$ cat config.mk
export PLATFORM = sky130hd
export DESIGN_NAME = i2c_ctrl
export DESIGN_NICKNAME = d
export VERILOG_FILES = /design/src/shared/i2c_pkg.sv /design/src/rtl/i2c_baud_gen.sv /design/src/rtl/i2c_ctrl.sv
export SDC_FILE = /design/constraint.sdc
export NUM_CORES = 1
export LEC_CHECK = 0
export ABC_AREA = 1
export ABC_CLOCK_PERIOD_IN_PS = 2020
export BUFFER_PORTS_ARGS = -buffer_cell sky130_fd_sc_hd__buf_2
export CORE_ASPECT_RATIO = 0.6
export CORE_MARGIN = 2
export CORE_UTILIZATION = 45
export CTS_CLUSTER_SIZE = 20
export DETAILED_ROUTE_END_ITERATION = 8
export MAX_ROUTING_LAYER = met4
export PLACE_DENSITY = 0.74
export SLEW_MARGIN = 10
export SYNTH_ARGS = -nofsm -noshare
export SYNTH_HDL_FRONTEND = slang
export SYNTH_SLANG_ARGS = --single-unit
$ cat constraint.sdc
create_clock -name mclk -period 2.02 [get_ports mclk]
set_input_delay 0.202 -clock mclk [delete_from_list [all_inputs] [get_ports mclk]]
set_output_delay 0.202 -clock mclk [all_outputs]
set_load 0.05 [all_outputs]
$ cat src/shared/i2c_pkg.sv
// Shared constants and types for the two-wire bus controller.
// Assumes a single 250 MHz clock and an Avalon-MM register slave.
package i2c_pkg;

    // ********************************
    // Register map, byte addresses
    // ********************************
    localparam int ADDR_W = 5;
    localparam logic [ADDR_W-1:0] OFF_CTRL = 5'h00;
    localparam logic [ADDR_W-1:0] OFF_STAT = 5'h04;
    localparam logic [ADDR_W-1:0] OFF_OWN = 5'h08;
    localparam logic [ADDR_W-1:0] OFF_TRN = 5'h0c;
    localparam logic [ADDR_W-1:0] OFF_RCV = 5'h10;
    localparam logic [ADDR_W-1:0] OFF_BRG = 5'h14;

    // ********************************
    // Control register fields
    // ********************************
    localparam int CTL_START = 0;
    localparam int CTL_RESTART = 1;
    localparam int CTL_STOP = 2;
    localparam int CTL_RECV = 3;
    localparam int CTL_ACK = 4;
    localparam int CTL_ACK_VALUE = 5;
    localparam int CTL_GCALL_EN = 7;
    localparam int CTL_SLEW_DIS = 9;
    localparam int CTL_ALL_ADDR = 11;
    localparam int CTL_ENABLE = 15;

    // ********************************
    // Status register fields
    // ********************************
    localparam int ST_TX_FULL = 0;
    localparam int ST_RX_FULL = 1;
    localparam int ST_MASTER_EV = 2;
    localparam int ST_SLAVE_EV = 3;
    localparam int ST_GCALL = 4;
    localparam int ST_TX_BUSY = 14;
    localparam int ST_ACK_SEEN = 15;

    // ********************************
    // Values and timing
    // ********************************
    localparam logic [7:0] GENERAL_CALL_ADDR = 8'h00;
    localparam logic [15:0] CTRL_RESET = 16'h0000;
    localparam logic [6:0] OWN_RESET = 7'h00;
    localparam int CLK_KHZ = 250000;
    localparam int FAST_KHZ = 400;
    localparam int BRG_W = 16;
    // Half bit period minus one, for 400 kHz at the system clock.
    localparam logic [BRG_W-1:0] BRG_RESET = BRG_W'(CLK_KHZ / (2 * FAST_KHZ) - 1);
    localparam logic [3:0] ADDR_BITS = 4'h8;
    localparam logic [3:0] ACK_SLOT = 4'h9;
    localparam logic [2:0] TOP_BIT = 3'h7;

    // ********************************
    // Types
    // ********************************
    typedef enum logic [4:0] {
        M_IDLE, M_START1, M_START2, M_WAIT, M_RS1, M_RS2,
        M_TXL, M_TXH, M_AKL, M_AKH, M_RXL, M_RXH,
        M_AOL, M_AOH, M_SP1, M_SP2, M_SP3
    } mst_state_t;

    typedef struct packed {
        logic read;
        logic write;
        logic [ADDR_W-1:0] address;
        logic [31:0] writedata;
        logic [3:0] byteenable;
    } av_req_t;

    typedef struct packed {
        logic scl;
        logic sda;
    } pins_in_t;

    typedef struct packed {
        logic scl_o;
        logic scl_oe;
        logic sda_o;
        logic sda_oe;
        logic slew_limit;
    } pins_out_t;

endpackage

$ cat src/rtl/i2c_baud_gen.sv
// Baud rate generator: one-cycle tick every period+1 clocks while running.
// Assumes the caller holds reload high to restart a full interval.
`timescale 1ns/1ps
module i2c_baud_gen import i2c_pkg::*; #(
    parameter int W = BRG_W
) (
    // Clock and reset
    input wire logic mclk,
    input wire logic rst_n,
    // Control
    input wire logic run,
    input wire logic reload,
    input wire logic [W-1:0] period,
    // Rate enable
    output logic tick
);

    logic [W-1:0] cnt;

    always_ff @(posedge mclk or negedge rst_n) begin
        if (!rst_n) begin
            cnt <= '0;
        end else if (!run || reload || cnt == '0) begin
            cnt <= period;
        end else begin
            cnt <= cnt - W'(1);
        end
    end

    assign tick = run && !reload && cnt == '0;

endmodule // i2c_baud_gen

$ cat src/rtl/i2c_ctrl.sv
// Two-wire bus master sequencer with slave address recognition.
// Assumes bus pins are open drain and already synchronous to mclk.
//
// Contract
// RQ1: Master event completion sets master event flag.
// RQ2: Address directed at us sets slave event flag.
// RQ3: Control bit disables slew limiting on both lines.
// RQ4: Accept-all mode matches every received address.
// RQ5: All-zero byte, write direction, is general call.
// RQ6: General call honoured only with control bit 7.
// RQ7: After start, shift eight bits, then compare.
// RQ8: General call: buffer, full flag, flag at ninth.
// RQ9: Software reads buffer to tell call types apart.
// RQ10: Six master commands: start, restart, send, stop, receive, ack.
// RQ11: Master makes every clock pulse, start, stop.
// RQ12: Repeated start keeps bus; only stop releases.
// RQ13: Transmit eight bits each, then sample acknowledge.
// RQ14: Receive answers each byte with driven acknowledge.
// RQ15: Transmit register write sends any byte alike.
// RQ16: Transmit write sets full flag, starts generator.
// RQ17: Software writes transmit register only while waiting.
// RQ18: Data bits change only after clock falls.
// RQ19: Status bit 14 high during master transmit.
// RQ20: Event flags set by hardware, cleared by software.
// RQ21: Start is data fall, stop data rise, clock high.
//
// The placing of the registers and the Avalon-MM register port were left to the implementer.
`timescale 1ns/1ps
module i2c_ctrl import i2c_pkg::*; (
    // Clock and reset
    input wire logic mclk,
    input wire logic rst_n,
    // Avalon-MM register slave
    input wire av_req_t av_req,
    output logic [31:0] readdata,
    output logic waitrequest,
    // Bus pins
    input wire pins_in_t pins_i,
    output pins_out_t pins_o
);

    // ********************************
    // State
    // ********************************
    typedef struct packed {
        logic ack;
        logic [31:0] rdata;
        logic [15:0] ctrl;
        logic [6:0] own;
        logic [7:0] trn;
        logic [7:0] rcv;
        logic [BRG_W-1:0] brg;
        logic transmit_full_flag;
        logic receive_full_flag;
        logic mev;
        logic sev;
        logic gcall;
        logic ackstat;
        logic transmit_in_progress;
        mst_state_t ms;
        logic [2:0] bitn;
        logic [7:0] sh;
        logic owns_bus;
        logic scl_low;
        logic sda_low;
        logic scl_d;
        logic sda_d;
        logic sl_act;
        logic [3:0] sl_cnt;
        logic [7:0] rsr;
        logic sl_ack;
        logic sl_hit;
        logic sl_gc;
    } state_t;

    state_t st;
    state_t next_st;
    logic tick;
    logic brg_run;
    logic brg_reload;

    // ********************************
    // Helpers
    // ********************************
    function automatic logic [15:0] merge16(input logic [15:0] old, input logic [31:0] wd,
                                            input logic [3:0] be);
        logic [15:0] r;
        r = old;
        if (be[0]) begin
            r[7:0] = wd[7:0];
        end
        if (be[1]) begin
            r[15:8] = wd[15:8];
        end
        return r;
    endfunction

    function automatic logic high_phase(input mst_state_t s);
        return s == M_START1 || s == M_RS2 || s == M_TXH || s == M_AKH ||
               s == M_RXH || s == M_AOH || s == M_SP2;
    endfunction

    // ********************************
    // Baud rate generator
    // ********************************
    // A slave holding the clock low reloads the count, so each high phase
    // lasts its full length once the line really is high.
    assign brg_run = st.ctrl[CTL_ENABLE] && st.ms != M_IDLE && st.ms != M_WAIT;
    assign brg_reload = high_phase(st.ms) && !pins_i.scl;

    i2c_baud_gen #(.W(BRG_W)) u_brg (
        .mclk(mclk),
        .rst_n(rst_n),
        .run(brg_run),
        .reload(brg_reload),
        .period(st.brg),
        .tick(tick)
    );

    // ********************************
    // Next state
    // ********************************
    always_comb begin
        logic bus_start;
        logic bus_stop;
        logic scl_fall;
        logic scl_rise;
        logic [15:0] wval;
        logic match_gc;
        logic match_own;
        bus_start = 1'b0;
        bus_stop = 1'b0;
        scl_fall = 1'b0;
        scl_rise = 1'b0;
        wval = 16'h0000;
        match_gc = 1'b0;
        match_own = 1'b0;
        next_st = st;

        // Register slave: one wait cycle, read data captured first, write
        // applied on the cycle the master sees waitrequest low.
        next_st.ack = (av_req.read || av_req.write) && !st.ack;
        if (av_req.read && !st.ack) begin
            case (av_req.address)
                OFF_CTRL: next_st.rdata = {16'h0000, st.ctrl};
                OFF_STAT: next_st.rdata = {16'h0000, st.ackstat, st.transmit_in_progress, 9'h000, st.gcall,
                                           st.sev, st.mev, st.receive_full_flag, st.transmit_full_flag}; // [RQ19]
                OFF_OWN: next_st.rdata = {25'h0000000, st.own};
                OFF_TRN: next_st.rdata = {24'h000000, st.trn};
                OFF_RCV: begin
                    next_st.rdata = {24'h000000, st.rcv}; // [RQ9]
                    next_st.receive_full_flag = 1'b0;
                end
                OFF_BRG: next_st.rdata = {{(32 - BRG_W){1'b0}}, st.brg};
                default: next_st.rdata = 32'h00000000;
            endcase
        end
        if (av_req.write && st.ack) begin
            wval = merge16(16'h0000, av_req.writedata, av_req.byteenable);
            case (av_req.address)
                OFF_CTRL: next_st.ctrl = merge16(st.ctrl, av_req.writedata, av_req.byteenable);
                OFF_STAT: begin
                    // Flags clear only by writing ones; hardware sets below win.
                    next_st.mev = st.mev && !wval[ST_MASTER_EV]; // [RQ20]
                    next_st.sev = st.sev && !wval[ST_SLAVE_EV]; // [RQ20]
                    next_st.gcall = st.gcall && !wval[ST_GCALL];
                end
                OFF_OWN: next_st.own = av_req.byteenable[0] ? av_req.writedata[6:0] : st.own;
                OFF_TRN: begin
                    if (av_req.byteenable[0]) begin
                        next_st.trn = av_req.writedata[7:0]; // [RQ15]
                        next_st.transmit_full_flag = 1'b1; // [RQ16]
                    end
                end
                OFF_BRG: next_st.brg = merge16(st.brg, av_req.writedata, av_req.byteenable);
                default: ;
            endcase
        end

        // Master sequencer. Every phase lasts one baud tick.
        if (!st.ctrl[CTL_ENABLE]) begin
            next_st.ms = M_IDLE;
            next_st.owns_bus = 1'b0;
            next_st.scl_low = 1'b0;
            next_st.sda_low = 1'b0;
            next_st.transmit_in_progress = 1'b0;
        end else begin
            case (st.ms)
                M_IDLE: begin
                    if (st.ctrl[CTL_START]) begin
                        next_st.ms = M_START1; // [RQ10]
                        next_st.scl_low = 1'b0;
                        next_st.sda_low = 1'b0;
                    end
                end
                M_START1: begin
                    if (tick) begin
                        next_st.sda_low = 1'b1; // [RQ21] [RQ11]
                        next_st.ms = M_START2;
                    end
                end
                M_START2: begin
                    if (tick) begin
                        next_st.scl_low = 1'b1;
                        next_st.ctrl[CTL_START] = 1'b0;
                        next_st.ctrl[CTL_RESTART] = 1'b0;
                        next_st.owns_bus = 1'b1;
                        next_st.mev = 1'b1; // [RQ1]
                        next_st.ms = M_WAIT;
                    end
                end
                M_WAIT: begin
                    // The clock stays low here, so the bus is held between
                    // bytes and across a repeated start.
                    if (st.ctrl[CTL_RESTART]) begin
                        next_st.sda_low = 1'b0; // [RQ10] [RQ12]
                        next_st.ms = M_RS1;
                    end else if (st.ctrl[CTL_STOP]) begin
                        next_st.sda_low = 1'b1; // [RQ10]
                        next_st.ms = M_SP1;
                    end else if (st.transmit_full_flag) begin
                        next_st.sh = st.trn; // [RQ10] [RQ13]
                        next_st.transmit_full_flag = 1'b0;
                        next_st.transmit_in_progress = 1'b1; // [RQ19]
                        next_st.bitn = TOP_BIT;
                        next_st.sda_low = !st.trn[7]; // [RQ18]
                        next_st.ms = M_TXL;
                    end else if (st.ctrl[CTL_RECV]) begin
                        next_st.sda_low = 1'b0; // [RQ10]
                        next_st.bitn = TOP_BIT;
                        next_st.ms = M_RXL;
                    end else if (st.ctrl[CTL_ACK]) begin
                        next_st.sda_low = !st.ctrl[CTL_ACK_VALUE]; // [RQ10] [RQ14]
                        next_st.ms = M_AOL;
                    end
                end
                M_RS1: begin
                    if (tick) begin
                        next_st.scl_low = 1'b0;
                        next_st.ms = M_RS2;
                    end
                end
                M_RS2: begin
                    if (tick) begin
                        next_st.sda_low = 1'b1; // [RQ12] [RQ21]
                        next_st.ms = M_START2;
                    end
                end
                M_TXL: begin
                    if (tick) begin
                        next_st.scl_low = 1'b0; // [RQ11]
                        next_st.ms = M_TXH;
                    end
                end
                M_TXH: begin
                    if (tick) begin
                        next_st.scl_low = 1'b1;
                        next_st.sh = {st.sh[6:0], 1'b0};
                        if (st.bitn == 3'h0) begin
                            next_st.sda_low = 1'b0; // [RQ13]
                            next_st.ms = M_AKL;
                        end else begin
                            next_st.bitn = st.bitn - 3'h1;
                            next_st.sda_low = !st.sh[6]; // [RQ18]
                            next_st.ms = M_TXL;
                        end
                    end
                end
                M_AKL: begin
                    if (tick) begin
                        next_st.scl_low = 1'b0;
                        next_st.ms = M_AKH;
                    end
                end
                M_AKH: begin
                    if (tick) begin
                        next_st.ackstat = pins_i.sda; // [RQ13]
                        next_st.scl_low = 1'b1;
                        next_st.transmit_in_progress = 1'b0; // [RQ19]
                        next_st.mev = 1'b1; // [RQ1]
                        next_st.ms = M_WAIT;
                    end
                end
                M_RXL: begin
                    if (tick) begin
                        next_st.scl_low = 1'b0;
                        next_st.ms = M_RXH;
                    end
                end
                M_RXH: begin
                    if (tick) begin
                        next_st.sh = {st.sh[6:0], pins_i.sda};
                        next_st.scl_low = 1'b1;
                        if (st.bitn == 3'h0) begin
                            next_st.ctrl[CTL_RECV] = 1'b0;
                            next_st.ms = M_WAIT;
                        end else begin
                            next_st.bitn = st.bitn - 3'h1;
                            next_st.ms = M_RXL;
                        end
                    end
                end
                M_AOL: begin
                    if (tick) begin
                        next_st.scl_low = 1'b0;
                        next_st.ms = M_AOH;
                    end
                end
                M_AOH: begin
                    if (tick) begin
                        next_st.scl_low = 1'b1;
                        next_st.ctrl[CTL_ACK] = 1'b0;
                        next_st.mev = 1'b1; // [RQ1]
                        next_st.ms = M_WAIT;
                    end
                end
                M_SP1: begin
                    if (tick) begin
                        next_st.scl_low = 1'b0;
                        next_st.ms = M_SP2;
                    end
                end
                M_SP2: begin
                    if (tick) begin
                        next_st.sda_low = 1'b0; // [RQ21]
                        next_st.ms = M_SP3;
                    end
                end
                M_SP3: begin
                    if (tick) begin
                        next_st.ctrl[CTL_STOP] = 1'b0;
                        next_st.owns_bus = 1'b0; // [RQ12]
                        next_st.mev = 1'b1; // [RQ1]
                        next_st.ms = M_IDLE;
                    end
                end
                default: next_st.ms = M_IDLE;
            endcase
        end
        // A received byte lands in the buffer once the last bit is in.
        if (st.ms == M_RXH && tick && st.bitn == 3'h0) begin
            next_st.rcv = {st.sh[6:0], pins_i.sda};
            next_st.receive_full_flag = 1'b1;
            next_st.mev = 1'b1; // [RQ1]
        end

        // Slave address recognition watches the lines only while another
        // master owns the bus; it answers the address byte and no more.
        next_st.scl_d = pins_i.scl;
        next_st.sda_d = pins_i.sda;
        bus_start = st.scl_d && pins_i.scl && st.sda_d && !pins_i.sda;
        bus_stop = st.scl_d && pins_i.scl && !st.sda_d && pins_i.sda;
        scl_rise = !st.scl_d && pins_i.scl;
        scl_fall = st.scl_d && !pins_i.scl;
        match_gc = st.ctrl[CTL_GCALL_EN] && st.rsr == GENERAL_CALL_ADDR; // [RQ5] [RQ6]
        match_own = st.rsr[7:1] == st.own || st.ctrl[CTL_ALL_ADDR]; // [RQ4]
        if (!st.ctrl[CTL_ENABLE] || st.owns_bus || bus_stop) begin
            next_st.sl_act = 1'b0;
            next_st.sl_ack = 1'b0;
        end else if (bus_start) begin
            next_st.sl_act = 1'b1; // [RQ7]
            next_st.sl_cnt = 4'h0;
            next_st.sl_ack = 1'b0;
        end else if (st.sl_act) begin
            if (scl_rise && st.sl_cnt < ADDR_BITS) begin
                next_st.rsr = {st.rsr[6:0], pins_i.sda}; // [RQ7]
                next_st.sl_cnt = st.sl_cnt + 4'h1;
            end else if (scl_fall && st.sl_cnt == ADDR_BITS) begin
                next_st.sl_cnt = ACK_SLOT;
                next_st.sl_hit = match_gc || match_own;
                next_st.sl_gc = match_gc;
                if (match_gc || match_own) begin
                    next_st.rcv = st.rsr; // [RQ8]
                    next_st.receive_full_flag = 1'b1; // [RQ8]
                    next_st.sl_ack = 1'b1;
                end
            end else if (scl_fall && st.sl_cnt == ACK_SLOT) begin
                next_st.sl_ack = 1'b0;
                next_st.sl_act = 1'b0;
                if (st.sl_hit && st.sl_gc) begin
                    next_st.mev = 1'b1; // [RQ8]
                    next_st.gcall = 1'b1;
                end else if (st.sl_hit) begin
                    next_st.sev = 1'b1; // [RQ2]
                end
            end
        end
    end

    // ********************************
    // Registers
    // ********************************
    always_ff @(posedge mclk or negedge rst_n) begin
        if (!rst_n) begin
            st <= '0;
            st.ctrl <= CTRL_RESET;
            st.own <= OWN_RESET;
            st.brg <= BRG_RESET;
            st.ms <= M_IDLE;
            st.scl_d <= 1'b1;
            st.sda_d <= 1'b1;
        end else begin
            st <= next_st;
        end
    end

    // ********************************
    // Outputs
    // ********************************
    assign readdata = st.rdata;
    assign waitrequest = (av_req.read || av_req.write) && !st.ack;
    assign pins_o.scl_o = 1'b0;
    assign pins_o.scl_oe = st.scl_low; // [RQ11]
    assign pins_o.sda_o = 1'b0;
    assign pins_o.sda_oe = st.sda_low || st.sl_ack;
    assign pins_o.slew_limit = !st.ctrl[CTL_SLEW_DIS]; // [RQ3]

endmodule // i2c_ctrl

Yosys cells after proc, flatten, opt, wreduce, memory -nomap -nowiden
Index checks and enable logic that the tools add are counted.
{ "totals": {"ff_bits": 147, "in_bits": 47, "output_inout_bits": 38, "wordCells": 305} }
{ "op_classes": {"add_sub_neg": 3, "magnitude_cmp": 1, "n_eq_ne": 58, "muxes": 120, "n_bitwise": 3, "reduce_logical": 88} }
{ "op_table": {"columns": ["operator", "n"], "rows": [
  ["2-to-1 mux 5 bit", 21],
  ["2-to-1 mux 8 bit", 12],
  ["one-hot mux 16 bit (6 select lines)", 1],
  ["one-hot mux 5 bit (15 select lines)", 1],
  ["2-to-1 mux 16 bit", 4],
  ["inequality test 3 bit (second input constant)", 18],
  ["== test 5 x 4 -> 1 bit (second input constant)", 10],
  ["2-to-1 mux 1 bit", 46],
  ["one-hot mux 11 bit (3 select lines)", 1],
  ["2-to-1 mux 4 bit", 8],
  ["AND reduction 3 bit", 9],
  ["== test 5 x 3 -> 1 bit (second input constant)", 5],
  ["logical AND 1 bit", 25],
  ["2-to-1 mux 3 bit", 8],
  ["2-to-1 mux 11 bit", 2],
  ["2-to-1 mux 20 bit", 1],
  ["logical NOT 16 bit", 1],
  ["subtractor 16 x 1 -> 16 bit (second input constant)", 1],
  ["== test 5 bit (second input constant)", 3],
  ["logical NOT 1 bit", 15],
  ["AND reduction 15 bit", 1],
  ["logical OR 1 bit", 14],
  ["2-to-1 mux 2 bit", 7],
  ["2-to-1 mux 7 bit", 2],
  ["34 further kinds", 57]
]} }

Longest topological paths before layout
{ "depth": {"depth_word": 22, "mapped_depth": 13, "ltp_nobuf": 13} }

Cells and area by module
Synthesis repeated with hierarchy kept, for this count alone.
{ "unflattened": {"hier_cells": 954, "hier_area_um2": 7287.0} }
{ "by_module_without_submodules": {"columns": ["mod", "instances", "cells_per_inst", "area_per_inst_um2", "seq_area_each_um2"], "rows": [
  ["i2c_ctrl", 1, 794, 6168.4, 2887.8],
  ["i2c_baud_gen", 1, 160, 1118.6, 400.4]
]} }

Worst setup path before layout
No wires, ideal clock.
{ "synth_timing": {"path_kind": "flip-flop to flip-flop", "start": "reg u_brg.cnt[0]", "end": "reg st[61] (netlist bit)", "setup_ps": 123, "t_arrival_ps": 1740, "setup_slack_ps": 157, "path_stages_with_launch": 13, "n_path_buf": 1, "path_cell_list": "dfrtp_1 > inv_1 > ha_1 > nand2_2 > nor2_4 > nand3_1 > nor2_4 > nand3_4 > nor2_4 > inv_2 > buf_6 > nor2_2 > o21ai_1"} }
{ "synth_rtl": {"columns": ["item", "line_no", "source"], "rows": [
  ["start: declaration", "i2c_baud_gen.sv:18", "logic [W-1:0] cnt;"],
  ["start signal: assignment", "i2c_baud_gen.sv:24", "cnt <= period;"],
  ["start signal: assignment", "i2c_baud_gen.sv:26", "cnt <= cnt - W'(1);"],
  ["end signal: assignment", "i2c_ctrl.sv:403", "st <= next_st;"],
  ["end: declaration", "i2c_ctrl.sv:76", "state_t st;"]
]} }

==> impl_metrics.sql <==
INSERT INTO impl_metrics (metric_group, metric, value, unit) VALUES
('sta', 'skew', '0.0105', 'ns'),
('drt', 'routed_via_density', '5.39', ''),
('die', 'initial_cell_density_of_the_core', '46.1', '%'),
('critical_path', 'cp_max_fo', '8', ''),
('synthesis', 'yosys.area.top_type', 'dfrtp_1', ''),
('synthesis', 'ys_ff_latch', '131', ''),
('drt', 'total_wirelength_of_the_detailed_routed_design', '20000', 'µm'),
('die', 'die_area', '16700', 'µm²'),
('clock_tree', 'clock_tree_from_tritoncts', 'yes', ''),
('drt', 'first_pass_iters', '8', ''),
('sta', 'post-route-period-util', '96.3', '%'),
('critical_path', 'critPathKind', 'flop to flop', ''),
('synthesis', 'synth.area.mux_share', '0.726', '%'),
('place', 'post-dp-hpwl', '14700', 'µm'),
('clock_tree', 'max-clock-path-buffers', '2', ''),
('sta', 'final-hold-violation-count', '0', ''),
('sta', 'maxSlewHeadroom', '62.4', '%'),
('synthesis', 'synth_top_family_by_area', 'simple AND/OR/NAND/NOR gates', ''),
('final_layout', 'final_layout_size_suffix_gt1_share', '18.5', '%'),
('final_layout', 'n_antenna_cell', '0', ''),
('final_layout', 'design.final.nets', '1016', ''),
('place', 'post-place-cells', '1139', ''),
('global_routing', 'grt_start_max_net_pins', '46', ''),
('power_and_ir_drop', 'peakVddDrop', '0.000472', 'V'),
('final_layout', 'fin_util', '54.3', '%'),
('synthesis', 'synth-adder-area-share', '1.06', '%'),
('power_and_ir_drop', 'portion_of_total_power_attributed_to_combinational_logic', '14.8', '%'),
('critical_path', 'timing.critical_path.slowest_stage_cell', 'dfrtp_1', ''),
('clock_tree', 'cts.sinks', '131', ''),
('flow_run', 'drv_cap', '0', ''),
('drt', 'detail_route.drc_violations', '0', ''),
('die', 'pin_count', '85', ''),
('place', 'preCtsSetupSlack', '0.0395', 'ns'),
('sta', 'final.hold.worst_slack', '0.0116', 'ns'),
('sta', 'totalNegativeSetupSlack', '0', 'ns'),
('synthesis', 'synthesized_area_fraction_occupied_by_ao_oa_aoi_and_oai_cells', '14.3', '%'),
('synthesis', 'synth_area_leaders', 'dfrtp_1 (44%), nand2_1 (11%), o21ai_0 (7.1%), inv_1 (5.6%), buf_4 (3.9%)', ''),
('synthesis', 'yosys.area_share.xor_xnor', '2.60', '%'),
('global_routing', 'grt_use_total', '25.5', '%'),
('drt', 'detail_route.wl_per_cell', '17.0', 'µm'),
('place', 'placement.cell_area', '7560', 'µm²'),
('clock_tree', 'worstSkewPairLatency', '0.42', 'ns'),
('die', 'die_w', '166', 'µm'),
('synthesis', 'synth.yosys.warnings', '0', ''),
('drt', 'vias', '6350', ''),
('die', 'num_rows', '35', ''),
('power_and_ir_drop', 'share_clk_of_total_power', '45.5', '%'),
('die', 'dieHeight', '101', 'µm'),
('power_and_ir_drop', 'p_leak', '4.11', 'nW'),
('final_layout', 'design_area', '8320', 'µm²'),
('power_and_ir_drop', 'net_switching_power_figure', '2.08', 'mW'),
('synthesis', 'synthesized_netlist_cell_count', '892', ''),
('power_and_ir_drop', 'netSwitchingFraction', '28.4', '%'),
('critical_path', 'endpoint_kind', 'flop', ''),
('global_routing', 'grt_pass1_wl', '32000', 'µm'),
('critical_path', 'cp_data_required_time', '2.36', 'ns'),
('synthesis', 'ys_types', '47', ''),
('hold_path', 'worstHoldPathType', 'input port to flop', ''),
('global_routing', 'globalRouteOverflowTotal', '0', ''),
('clock_tree', 'ctsHtreeMaxLevel', '4', ''),
('run_status', 'status', 'complete, no violations', ''),
('sta', 'finalMaxSlewViolations', '0', ''),
('critical_path', 'critPathLaunchType', 'flop', ''),
('power_and_ir_drop', 'fin_total_pwr', '7.32', 'mW'),
('sta', 'worst_slew_pin_slew', '0.561', 'ns'),
('sta', 'clock.fmax', '514', 'MHz'),
('clock_tree', 'cts-root-buf', 'clkbuf_16', ''),
('place', 'portBuffers', '48', ''),
('place', 'gpl.final_weighted_congestion', '0.920', ''),
('drt', 'detail_route.iter0.violations', '813', ''),
('sta', 'layout_setup_ws', '0.0755', 'ns');
## what timing repair did
item	CTS	global route
hold buffers	3	0
endpoints found under the hold margin	40	0
setup buffers	0	5
endpoints found under the setup margin	0	29
resized for setup	0	23
## metal layers
layer / vias to the layer above / global-route usage, % / part of all wire [%]
met5: - / - / 0
met2: 275 / 33.2 / 40
li1: 3006 / - / -
met4: 0 / 5.15 / 0.80
met1: 3047 / 39.0 / 50
met3: 22 / 6.83 / 9.1
## power by group through the flow
stage / Combinational (mW) / Clock, mW / Sequential (mW)
2_1_floorplan: 0.742 / 0 / 2.90
4_1_cts: 1.02 / 3.34 / 2.90
3_5_place_dp: 1.00 / 0 / 2.94
5_1_grt: 1.19 / 3.47 / 2.92
3_3_place_gp: 0.988 / 0 / 2.94
6_report: 1.08 / 3.33 / 2.91
## kinds of logic (layout without fill, tap and decap cells)
group | Yosys count | after routing
multiplexers | 5 | 5
adder cells (fa/ha/maj) | 6 | 6
flip-flops | 131 | 131
AO/OA/AOI/OAI | 182 | 182
AND/OR/NAND/NOR | 376 | 376
buffers and inverters | 170 | 237
other | 1 | 18
XOR/XNOR | 21 | 21
## cell usage after synthesis (all sizes together)
cell and number:
nor3 9, o22a 1, a221oi 7, o21bai 1
mux2 1, xor2 13, o22ai 11, mux2i 4
nor4 3, dfrtp 123, o2111ai 2, o31ai 2
dfstp 8, nand4 10, nand2 221, clkinv 1
ha 6, nor3b 3, a22oi 1, inv 115
nand3 48, o21ai 126, a31oi 3, conb 1
xnor2 8, a21oi 18, nor2 79, clkbuf 14
a211oi 3, and3 2, o211ai 4, buf 40
o2111a 1, or2 1, o41ai 2
## worst max-delay path: cells and delay by family (launching register included)
kind / cells / cell delay, ns
simple gates: 6 / 0.83
flops: 1 / 0.36
compound gates: 2 / 0.25
buf+inv: 2 / 0.22
fa+ha+maj: 1 / 0.19
## area by class of cell
type                       count  area [µm²]  share of cell area, %
timing repair buffer          89         603                   7.25
inverter                     116         438                   5.26
sequential                   131        3290                   39.6
tap                          203         254                   3.05
clock inverter                13         181                   2.18
clock buffer                  19         443                   5.32
multi-input combinational    608        3110                   37.3
## worst paths after layout
| path | cells after the start | start | slack (ns) | end |
|---|---|---|---|---|
| max in group asynchronous | 3 | rst_n | 1.02 | st[48] |
| worst min register to register | 2 | readdata[13] | 0.47 | readdata[13] |
| worst min-delay path | 3 | av_req[12] | 0.01 | st[52] |
| worst max-delay path | 11 | u_brg.cnt[1] | 0.08 | st[66] |
| worst max register to register | 11 | u_brg.cnt[1] | 0.08 | st[66] |
| min in group asynchronous | 2 | rst_n | 0.29 | st[56] |
## registers in the layout (all words and copies together) (netlist names)
signal     flops
u_brg.cnt     16
pins_o         1
readdata      16
st            98
## cell usage in the layout, fill, tap and decap left out, types with 10 or more instances in the layout
cell	n
a21oi_1	17
o21ai_0	99
buf_2	47
conb_1	18
xor2_1	13
nor2_2	15
dfrtp_1	119
inv_1	105
o21ai_1	27
nand4_1	10
nand3_1	45
nand2_1	210
buf_4	34
o22ai_1	11
nor2_1	58
clkbuf_16	17
Note: power is estimated with default switching activity, not from simulation.
